===== config.mk =====
export PLATFORM = sky130hd
export DESIGN_NAME = cpps_sequencer
export DESIGN_NICKNAME = d
export VERILOG_FILES = /design/src/hdl/cpps_pkg.sv /design/src/hdl/cpps_sequencer.sv
export SDC_FILE = /design/constraint.sdc
export NUM_CORES = 1
export LEC_CHECK = 0
export ABC_CLOCK_PERIOD_IN_PS = 3240
export BUFFER_PORTS_ARGS = -buffer_cell sky130_fd_sc_hd__buf_2
export CAP_MARGIN = 20
export CORE_MARGIN = 4
export CORE_UTILIZATION = 40
export CTS_CLUSTER_DIAMETER = 120
export DETAILED_ROUTE_END_ITERATION = 12
export SLEW_MARGIN = 20
export SYNTH_ARGS = -nofsm -noshare
export SYNTH_HDL_FRONTEND = slang
export SYNTH_SLANG_ARGS = --single-unit

===== constraint.sdc =====
create_clock -name sys_clk_i -period 3.24 [get_ports sys_clk_i]
set_input_delay 0.162 -clock sys_clk_i [delete_from_list [all_inputs] [get_ports sys_clk_i]]
set_output_delay 0.162 -clock sys_clk_i [all_outputs]
set_load 0.02 [all_outputs]

===== src/hdl/cpps_pkg.sv =====
// Purpose: Shared constants and types for the power and park sequencer
// Assumes: 40 MHz system clock
// Notes: Park times kept in their own units, park cycle counts derived from them; PLL and config counts given in cycles
package cpps_pkg;

  // ****************************************
  // Timing
  // ****************************************
  localparam int unsigned CLK_MHZ = 40;
  localparam int unsigned NORMAL_PARK_MS = 20;
  localparam int unsigned FAST_PARK_US = 32;
  // Cycle counts are exact products; longest must fit CNT_W bits
  localparam int unsigned NORMAL_PARK_CYC = NORMAL_PARK_MS * 1000 * CLK_MHZ;
  localparam int unsigned FAST_PARK_CYC = FAST_PARK_US * CLK_MHZ;
  localparam int unsigned PLL_LOCK_CYC = 16;
  localparam int unsigned CFG_LOAD_CYC = 64;
  localparam int unsigned CNT_W = 20;

  // ****************************************
  // Types
  // ****************************************
  typedef enum logic [2:0] {
    ST_RESET, ST_PLL_LOCK, ST_CFG_LOAD, ST_OFF, ST_ON, ST_NPARK, ST_FPARK, ST_PARKED
  } cpps_state_e;

  typedef struct packed {
    logic power_on_request;
    logic fast_park_warning_n;
  } cpps_ctrl_s;

  typedef struct packed {
    logic init_status_o;
    logic init_status_oe;
    logic projecting;
    logic parking;
    logic parked;
  } cpps_stat_s;

endpackage


===== src/hdl/cpps_sequencer.sv =====
// Purpose: Power-on, reset release, init status and park sequencing
// Assumes: Inputs from PMIC and host are asynchronous to sys_clk_i
// Notes: Park and init durations stand in for mirror and flash activity
//
// Overview of operation
// - Power-on request high powers up and starts projecting.
// - Power-on request low shuts down to minimal-current state.
// - Auto-initialisation starts on rising edge of system reset.
// - Init status output driven low once auto-initialisation completes.
// - Normal park completes within 20 ms of power-on request falling.
// - Init status output released during system reset; pull-up holds high.
// - Falling park warning starts a fast park.
// - Fast park finishes before the monitor asserts system reset.
// - Init status driven high right after system reset release.
// - Initialisation locks PLL first, then loads flash configuration.
`timescale 1ns/1ps
`default_nettype none

module cpps_sequencer
  import cpps_pkg::*;
#(
  parameter int unsigned NORMAL_PARK_CYCLES = NORMAL_PARK_CYC,
  parameter int unsigned FAST_PARK_CYCLES = FAST_PARK_CYC
) (
  input wire logic sys_clk_i,
  input wire logic rstn_i,
  input wire logic system_reset_n_i,
  input wire cpps_pkg::cpps_ctrl_s ctrl_i,
  input wire logic pll_locked_i,
  input wire logic cfg_done_i,
  output cpps_pkg::cpps_stat_s stat_o,
  output logic pll_enable_o,
  output logic cfg_load_o
);
  import cpps_pkg::*;

  if (NORMAL_PARK_CYCLES < 2 || NORMAL_PARK_CYCLES >= (1 << CNT_W)) begin : g_npark_chk
    $error("NORMAL_PARK_CYCLES out of range");
  end
  if (FAST_PARK_CYCLES < 2 || FAST_PARK_CYCLES > NORMAL_PARK_CYCLES) begin : g_fpark_chk
    $error("FAST_PARK_CYCLES out of range");
  end

  localparam logic [CNT_W-1:0] NPARK_LAST = CNT_W'(NORMAL_PARK_CYCLES - 1);
  localparam logic [CNT_W-1:0] FPARK_LAST = CNT_W'(FAST_PARK_CYCLES - 1);
  localparam logic [CNT_W-1:0] PLL_LAST = CNT_W'(PLL_LOCK_CYC - 1);
  localparam logic [CNT_W-1:0] CFG_LAST = CNT_W'(CFG_LOAD_CYC - 1);

  // ****************************************
  // Reset release and input synchronisers
  // ****************************************
  logic [1:0] rst_sync_r;
  logic rst_n;
  always_ff @(posedge sys_clk_i or negedge rstn_i) begin
    if (!rstn_i) begin
      rst_sync_r <= 2'h0;
    end else begin
      rst_sync_r <= {rst_sync_r[0], 1'h1};
    end
  end
  assign rst_n = rst_sync_r[1];

  logic [2:0] meta_r;
  logic [2:0] sync_r;
  logic sysrst_prev_r;
  logic warn_prev_r;
  always_ff @(posedge sys_clk_i or negedge rst_n) begin
    if (!rst_n) begin
      meta_r <= 3'h0;
      sync_r <= 3'h0;
      sysrst_prev_r <= 1'h0;
      warn_prev_r <= 1'h0;
    end else begin
      meta_r <= {system_reset_n_i, ctrl_i.fast_park_warning_n, ctrl_i.power_on_request};
      sync_r <= meta_r;
      sysrst_prev_r <= sync_r[2];
      warn_prev_r <= sync_r[1];
    end
  end

  logic sysrst_n_s;
  logic warn_n_s;
  logic pon_s;
  logic sysrst_rise;
  logic warn_fall;
  assign sysrst_n_s = sync_r[2];
  assign warn_n_s = sync_r[1];
  assign pon_s = sync_r[0];
  assign sysrst_rise = sysrst_n_s && !sysrst_prev_r;
  assign warn_fall = !warn_n_s && warn_prev_r;

  // ****************************************
  // Sequencer
  // ****************************************
  cpps_state_e state_r;
  cpps_state_e state_nxt;
  logic [CNT_W-1:0] cnt_r;
  logic pll_done;
  logic cfg_done;
  assign pll_done = pll_locked_i || (cnt_r == PLL_LAST);
  assign cfg_done = cfg_done_i || (cnt_r == CFG_LAST);

  always_comb begin
    state_nxt = state_r;
    unique case (state_r)
      ST_RESET: begin
        if (sysrst_rise) begin
          state_nxt = ST_PLL_LOCK;
        end
      end
      ST_PLL_LOCK: begin
        if (pll_done) begin
          state_nxt = ST_CFG_LOAD;
        end
      end
      ST_CFG_LOAD: begin
        if (cfg_done) begin
          state_nxt = pon_s ? ST_ON : ST_OFF;
        end
      end
      ST_OFF: begin
        if (pon_s) begin
          state_nxt = ST_ON;
        end
      end
      ST_ON: begin
        if (!pon_s) begin
          state_nxt = ST_NPARK;
        end
      end
      ST_NPARK: begin
        if (cnt_r == NPARK_LAST) begin
          state_nxt = ST_PARKED;
        end
      end
      ST_FPARK: begin
        if (cnt_r == FPARK_LAST) begin
          state_nxt = ST_PARKED;
        end
      end
      ST_PARKED: begin
        if (pon_s && warn_n_s) begin
          state_nxt = ST_ON;
        end
      end
    endcase
    if (warn_fall && state_r != ST_RESET && state_r != ST_FPARK && state_r != ST_PARKED) begin
      state_nxt = ST_FPARK;
    end
    if (!sysrst_n_s) begin
      state_nxt = ST_RESET;
    end
  end

  always_ff @(posedge sys_clk_i or negedge rst_n) begin
    if (!rst_n) begin
      state_r <= ST_RESET;
    end else begin
      state_r <= state_nxt;
    end
  end

  always_ff @(posedge sys_clk_i or negedge rst_n) begin
    if (!rst_n) begin
      cnt_r <= '0;
    end else if (state_nxt != state_r) begin
      cnt_r <= '0;
    end else if (state_r inside {ST_PLL_LOCK, ST_CFG_LOAD, ST_NPARK, ST_FPARK}) begin
      cnt_r <= cnt_r + 1'b1;
    end
  end

  // ****************************************
  // Outputs
  // ****************************************
  always_ff @(posedge sys_clk_i or negedge rst_n) begin
    if (!rst_n) begin
      stat_o <= '0;
      pll_enable_o <= 1'h0;
      cfg_load_o <= 1'h0;
    end else begin
      stat_o.init_status_oe <= (state_nxt != ST_RESET);
      stat_o.init_status_o <= state_nxt inside {ST_RESET, ST_PLL_LOCK, ST_CFG_LOAD};
      stat_o.projecting <= (state_nxt == ST_ON);
      stat_o.parking <= state_nxt inside {ST_NPARK, ST_FPARK};
      stat_o.parked <= (state_nxt == ST_PARKED);
      pll_enable_o <= (state_nxt != ST_RESET);
      cfg_load_o <= (state_nxt == ST_CFG_LOAD);
    end
  end

  // ****************************************
  // Checks
  // ****************************************
  released_in_reset_a: assert property (@(posedge sys_clk_i) disable iff (!rst_n)
    !sysrst_n_s |=> !stat_o.init_status_oe)
    else $error("init status driven during system reset");

  init_start_a: assert property (@(posedge sys_clk_i) disable iff (!rst_n)
    (state_r == ST_RESET && sysrst_rise) |=> state_r == ST_PLL_LOCK)
    else $error("init did not start on reset release");

  status_high_a: assert property (@(posedge sys_clk_i) disable iff (!rst_n)
    $rose(state_r == ST_PLL_LOCK) |-> stat_o.init_status_oe && stat_o.init_status_o)
    else $error("init status not high after reset release");

  init_done_low_a: assert property (@(posedge sys_clk_i) disable iff (!rst_n)
    (state_r == ST_CFG_LOAD && cfg_done && sysrst_n_s && !warn_fall)
    |=> !stat_o.init_status_o && stat_o.init_status_oe)
    else $error("init status not low after init");

  pll_before_cfg_a: assert property (@(posedge sys_clk_i) disable iff (!rst_n)
    $rose(state_r == ST_CFG_LOAD) |-> $past(state_r) == ST_PLL_LOCK)
    else $error("config load before pll lock");

  power_up_a: assert property (@(posedge sys_clk_i) disable iff (!rst_n)
    (state_r == ST_OFF && pon_s && sysrst_n_s && !warn_fall) |=> stat_o.projecting)
    else $error("no power up on request");

  power_down_a: assert property (@(posedge sys_clk_i) disable iff (!rst_n)
    (state_r == ST_ON && !pon_s && sysrst_n_s && !warn_fall) |=> state_r == ST_NPARK)
    else $error("no park on request low");

  npark_bound_a: assert property (@(posedge sys_clk_i) disable iff (!rst_n)
    state_r == ST_NPARK |-> cnt_r <= NPARK_LAST)
    else $error("normal park overran");

  fpark_start_a: assert property (@(posedge sys_clk_i) disable iff (!rst_n)
    (warn_fall && sysrst_n_s && state_r inside {ST_ON, ST_NPARK}) |=> state_r == ST_FPARK)
    else $error("fast park not started");

  fpark_switch_a: assert property (@(posedge sys_clk_i) disable iff (!rst_n)
    (state_r == ST_NPARK && warn_fall && sysrst_n_s) |=> stat_o.parking && state_r == ST_FPARK)
    else $error("normal park not preempted");

  fpark_bound_a: assert property (@(posedge sys_clk_i) disable iff (!rst_n)
    state_r == ST_FPARK |-> cnt_r <= FPARK_LAST)
    else $error("fast park overran");

endmodule

`default_nettype wire


## Word level (Yosys, flattened, before mapping)

Index checks and enable logic that the tools add are counted.

| cells by class | value |
|---|---|
| add/subtract/negate cells | 1 |
| equality and inequality tests | 20 |
| muxes and demuxes | 14 |
| reductions and logical operators | 18 |

Operator list:

| operator | count |
|---|---|
| two-way mux 20 bit | 2 |
| two-way mux 3 bit | 11 |
| == test 3 bit (second input constant) | 8 |
| case mux 3 bit (8 select lines) | 1 |
| adder 20 x 1 -> 20 bit (second input constant) | 1 |
| == test 20 x 11 -> 1 bit (second input constant) | 1 |
| == test 20 bit (second input constant) | 1 |
| == test 20 x 4 -> 1 bit (second input constant) | 1 |
| == test 20 x 6 -> 1 bit (second input constant) | 1 |
| == test 3 x 2 -> 1 bit (second input constant) | 3 |
| nonzero test 3 bit | 3 |
| == test 3 x 1 -> 1 bit (second input constant) | 2 |
| logical AND 1 bit | 6 |
| logical NOT 3 bit | 2 |
| inequality test 3 bit (second input constant) | 2 |
| nonzero test 2 bit | 2 |
| nonzero test 4 bit | 1 |
| inequality test 3 bit | 1 |
| logical NOT 1 bit | 2 |
| logical OR 1 bit | 2 |

| storage, ports and cells | value |
|---|---|
| register bits after elaboration | 39 |
| input port bits | 7 |
| output and inout bits | 7 |
| logic and storage cells | 66 |

## Logic depth before layout (Yosys ltp)

| depth | value |
|---|---|
| depth after elaboration | 9 |
| depth in mapped cells | 10 |
| mapped depth without buffers | 9 |

## Worst setup path after synthesis

No wires, ideal clock.

| path | value |
|---|---|
| path type | register -> register |
| start point | reg state_r[0] |
| end point | reg pll_enable_o |
| setup time | 0.131 ns |
| arrival time | 2.166 ns |
| required time | 3.109 ns |
| setup slack | 0.942 ns |
| cell stages (with the launch flop) | 10 |
| path buffers | 0 |
| clock period less this slack | 2.298 ns |
| cells stage by stage | dfrtp_1 -> inv_1 -> ha_1 -> or3_1 -> o211ai_1 -> a311oi_2 -> nor2_1 -> or3_1 -> and2_4 -> or3_1 |

| on the way | value |
|---|---|
| longest elaborated chain between the ends | 7 |
| elaborated cells between the ends (all ways) | 26 |
| classes of those cells | 9 x eq/ne; 11 x mux; 6 x reduce/logical |

Ends and longest elaborated chain:

| what | line | RTL |
|---|---|---|
| from (decl) | cpps_sequencer.sv:95 | `cpps_state_e state_r;` |
| from (signal assigned) | cpps_sequencer.sv:159 | `state_r <= state_nxt;` |
| branches (longest 4 deep; another with case mux 3 bit (8 select lines)) | n/a |  |
| two-way mux 3 bit * | cpps_sequencer.sv:147 | `if (warn_fall && state_r != ST_RESET && state_r != ST_FPARK && state_r != ST_PARKED) begin` |
| two-way mux 3 bit * | cpps_sequencer.sv:150 | `if (!sysrst_n_s) begin` |
| net state_nxt[0] | cpps_sequencer.sv:96 | `cpps_state_e state_nxt;` |
| nonzero test 3 bit * | cpps_sequencer.sv:187 | `pll_enable_o <= (state_nxt != ST_RESET);` |
| to (signal assigned) | cpps_sequencer.sv:187 |  |
| to (decl) | cpps_sequencer.sv:32 | `output logic pll_enable_o,` |

Mark *: on every way through the listed nets, which the timed path passes.
A chain may end at the register's enable or synchronous reset.

## Final worst setup path

| path | value |
|---|---|
| start point | reg state_r[0] |
| end point | reg cnt_r[5] |

| on the way | value |
|---|---|
| longest elaborated chain between the ends | 8 |
| elaborated cells between the ends (all ways) | 29 |
| classes of those cells | 10 x eq/ne; 12 x mux; 7 x reduce/logical |

Ends and longest elaborated chain:

| what | line | RTL |
|---|---|---|
| branches (longest 8 deep; another with two-way mux 20 bit) | n/a |  |
| to (signal assigned) | cpps_sequencer.sv:169 | `cnt_r <= cnt_r + 1'b1;` |
| to (decl) | cpps_sequencer.sv:97 | `logic [CNT_W-1:0] cnt_r;` |

Parallel ways; which one is timed is not known.

==> reports/metrics.yaml <==
core_area_mm2: 0.00517
rsz0062_at_grt: "no"
max_cap_violations: 0
timing.final.hold_violations: 0
final_util: 0.470
drc: 0
cellLeakagePower_nw: 1.06
cts.sinks: 39
tightestPinTransition_ps: 542
root_buffer: "clkbuf_8"
gr-usage-all-layers: 0.157
power.total_w: 0.00156
r2r_end: "cnt_r[5]$_DFFE_PN0P_"
dp_hpwl_mm: 3.15
r2r_cells: 10
cts_tree: "built"
cts-resized-gates: 0
synth_top_cell_by_area: "dfrtp_1"
routed_wirelength_mm: 4.42
place.gp.congestion: 0.855
worstSetupEndpoint: "cnt_r[5]$_DFFE_PN0P_"
worstSetupStartpoint: "state_r[0]$_DFF_PN0_"
synth_common_cells: "dfrtp_1, nand3_1, nand2_1, nor3_1, xor2_1"
overflow: 0
grt_max_degree: 38
timing.rr.start: "state_r[0]$_DFF_PN0_"
dieArea_mm2: 0.00666
finalSetupTns_ps: 0
setup_viol: 0
antenna_found_initial: 0
num_rows: 26
final_layout_size_suffix_gt1_frac: 0.200
maxSlewHeadroom: 0.639
yosys_warnings: 0
die_width_um: 81.6
end_kind: "register"
io_buffers: 13
ir_worst_vdd_v: 0.000293
dieHeight_um: 81.6
cp-start-kind: "register"
synth_area_per_cell_um2: 9.99
cp_max_fo: 20
vias: 1677
area_growth_pct: 12.2
cts_made_buffers: 5
synthesis.area_mm2: 0.00217
synth_seq_area_share: 0.450
ys_seq_elements: 39
finalCritPeriodShare: 0.831
cts_htree_levels: 2
slew_violations: 0
cts-hold-fix-buffers: 4
n_antenna_cell: 0
io_pins: 14
place_area_mm2: 0.00229
grt_pass1_vias: 1706
status: "finished clean"
clk_latency_ps: 290
grt_pass1_wl_mm: 8.07
clkSlewWorstSetupHoldPaths_ps: 70
r2r_slack_ps: 550
post_cts_buffers: 0
fin_crit_ps: 2690
criticalPathCategory: "reg2reg"
netlist_instances: 217
drtIter0Drc: 94
wire_per_inst_um: 14.5
clock_path_buffers: 2
drtPass1Iterations: 4
synthFlopType: "dfrtp_1"
postRouteAntennaNets: 0
max_freq_mhz: 372
ys_async_sr_fraction: 1.00
routed_via_density: 5.50
cp.arrival_ps: 2890
synth.net_count: 229
final_area_mm2: 0.00243
start_util: 0.419
synth_area_leaders: "dfrtp_1, xor2_1, nor3_2"
hold_path_class: "in2async"
synth.most_common_cell: "dfrtp_1"
crit_required_ps: 3430
yosysTopAreaCellShare: 0.450
power_density_mw_per_mm2: 641
synth_edf_count: 0
nNetsFinal: 246
finalClockSkew_ps: 13.1
synth.distinct_cells: 46
==> how the worst min path moves through the flow <==
| stage | cells after the start | slack [ps] | to |
|---|---|---|---|
| 6_report | 2 | 180 | rst_sync_r[1]$_DFF_PN0_ |
| 5_1_grt | 2 | 180 | rst_sync_r[1]$_DFF_PN0_ |
| 4_1_cts | 2 | 170 | rst_sync_r[1]$_DFF_PN0_ |
| 3_5_place_dp | 1 | -50 | rst_sync_r[1]$_DFF_PN0_ |
| 3_3_place_gp | 1 | -50 | rst_sync_r[0]$_DFF_PN0_ |
| 2_1_floorplan | 0 | -130 | rst_sync_r[0]$_DFF_PN0_ |
==> logic make-up (layout without fill, tap and decap cells) <==
logic type | count (synthesis) | after routing | synth area share
xor+xnor | 19 | 19 | 0.0768
flops | 39 | 39 | 0.450
compound gates | 28 | 28 | 0.101
other cells | 1 | 1 | 0.00173
buf+inv | 16 | 34 | 0.0352
fa+ha+maj | 5 | 5 | 0.0289
simple gates | 108 | 108 | 0.301
mux | 1 | 1 | 0.00462
==> cell type report <==
type	count	area (um2)
fillers	494	2740
multi-input cells	162	1110
flip-flops and latches	39	976
repair buffers	20	128
clock buffers	7	96.3
well taps	70	87.6
inverters	6	22.5
clock inverters	1	7.51
==> stage by stage <==
stage / hold slack (ps) / worst slack [ps] / std cells
after floorplan: -134 / 942 / 217
after detailed placement: -47.7 / 592 / 293
after global placement: -52.2 / 582 / 293
after CTS: 169 / 553 / 305
final: 181 / 549 / 305
after global routing: 182 / 296 / 305
==> registers in the layout, indices dropped and copies added, names as in the netlist <==
signal / flops
stat_o: 4
cnt_r: 20
rst_sync_r: 2
cfg_load_o: 1
sysrst_prev_r: 1
meta_r: 3
sync_r: 3
pll_enable_o: 1
warn_prev_r: 1
state_r: 3
==> placed cells by master (no fill, tap or decap), types with 3 or more instances in the layout <==
master | synthesis | routed
dfrtp_1 | 39 | 39
nand3_1 | 15 | 15
nand2_1 | 14 | 14
nor3_1 | 14 | 14
xor2_1 | 13 | 13
buf_2 | 4 | 13
nor2_1 | 12 | 12
nor3_2 | 11 | 11
nand4_1 | 8 | 8
and3_1 | 7 | 7
clkbuf_8 | 0 | 7
inv_1 | 6 | 6
xnor2_1 | 6 | 6
nor2b_1 | 5 | 5
and4_1 | 5 | 5
a21oi_1 | 5 | 5
ha_1 | 5 | 5
and2_1 | 4 | 4
dlygate4sd3_1 | 0 | 4
o211ai_1 | 3 | 3
a31oi_1 | 3 | 3
or3_1 | 3 | 3
buf_4 | 3 | 3
==> critical path, cell delays in order (launching register included) <==
cell	delay (ps)
dfrtp_1	470
inv_1	140
ha_1	320
or3_1	390
o211ai_1	170
o22ai_1	170
or2_0	240
a21oi_2	210
nor2_1	70
buf_4	220
nor3_1	200
==> per-layer routing <==
layer / share of wire / routed length, um / track usage / up-vias
li1: - / - / - / 811
met1: 0.46 / 2050 / 0.206 / 818
met2: 0.47 / 2080 / 0.259 / 42
met3: 0.052 / 232 / 0.0362 / 6
met4: 0.012 / 54 / 0.0432 / 0
met5: 0 / 0 / 0 / -
==> where the power goes <==
group          switching (W)  total [W]  internal (W)
registers          0.0000502   0.000583      0.000533
clock network       0.000163   0.000357      0.000193
logic               0.000404   0.000620      0.000215
total               0.000618    0.00156      0.000941
Power figures use the tool's default switching activity.
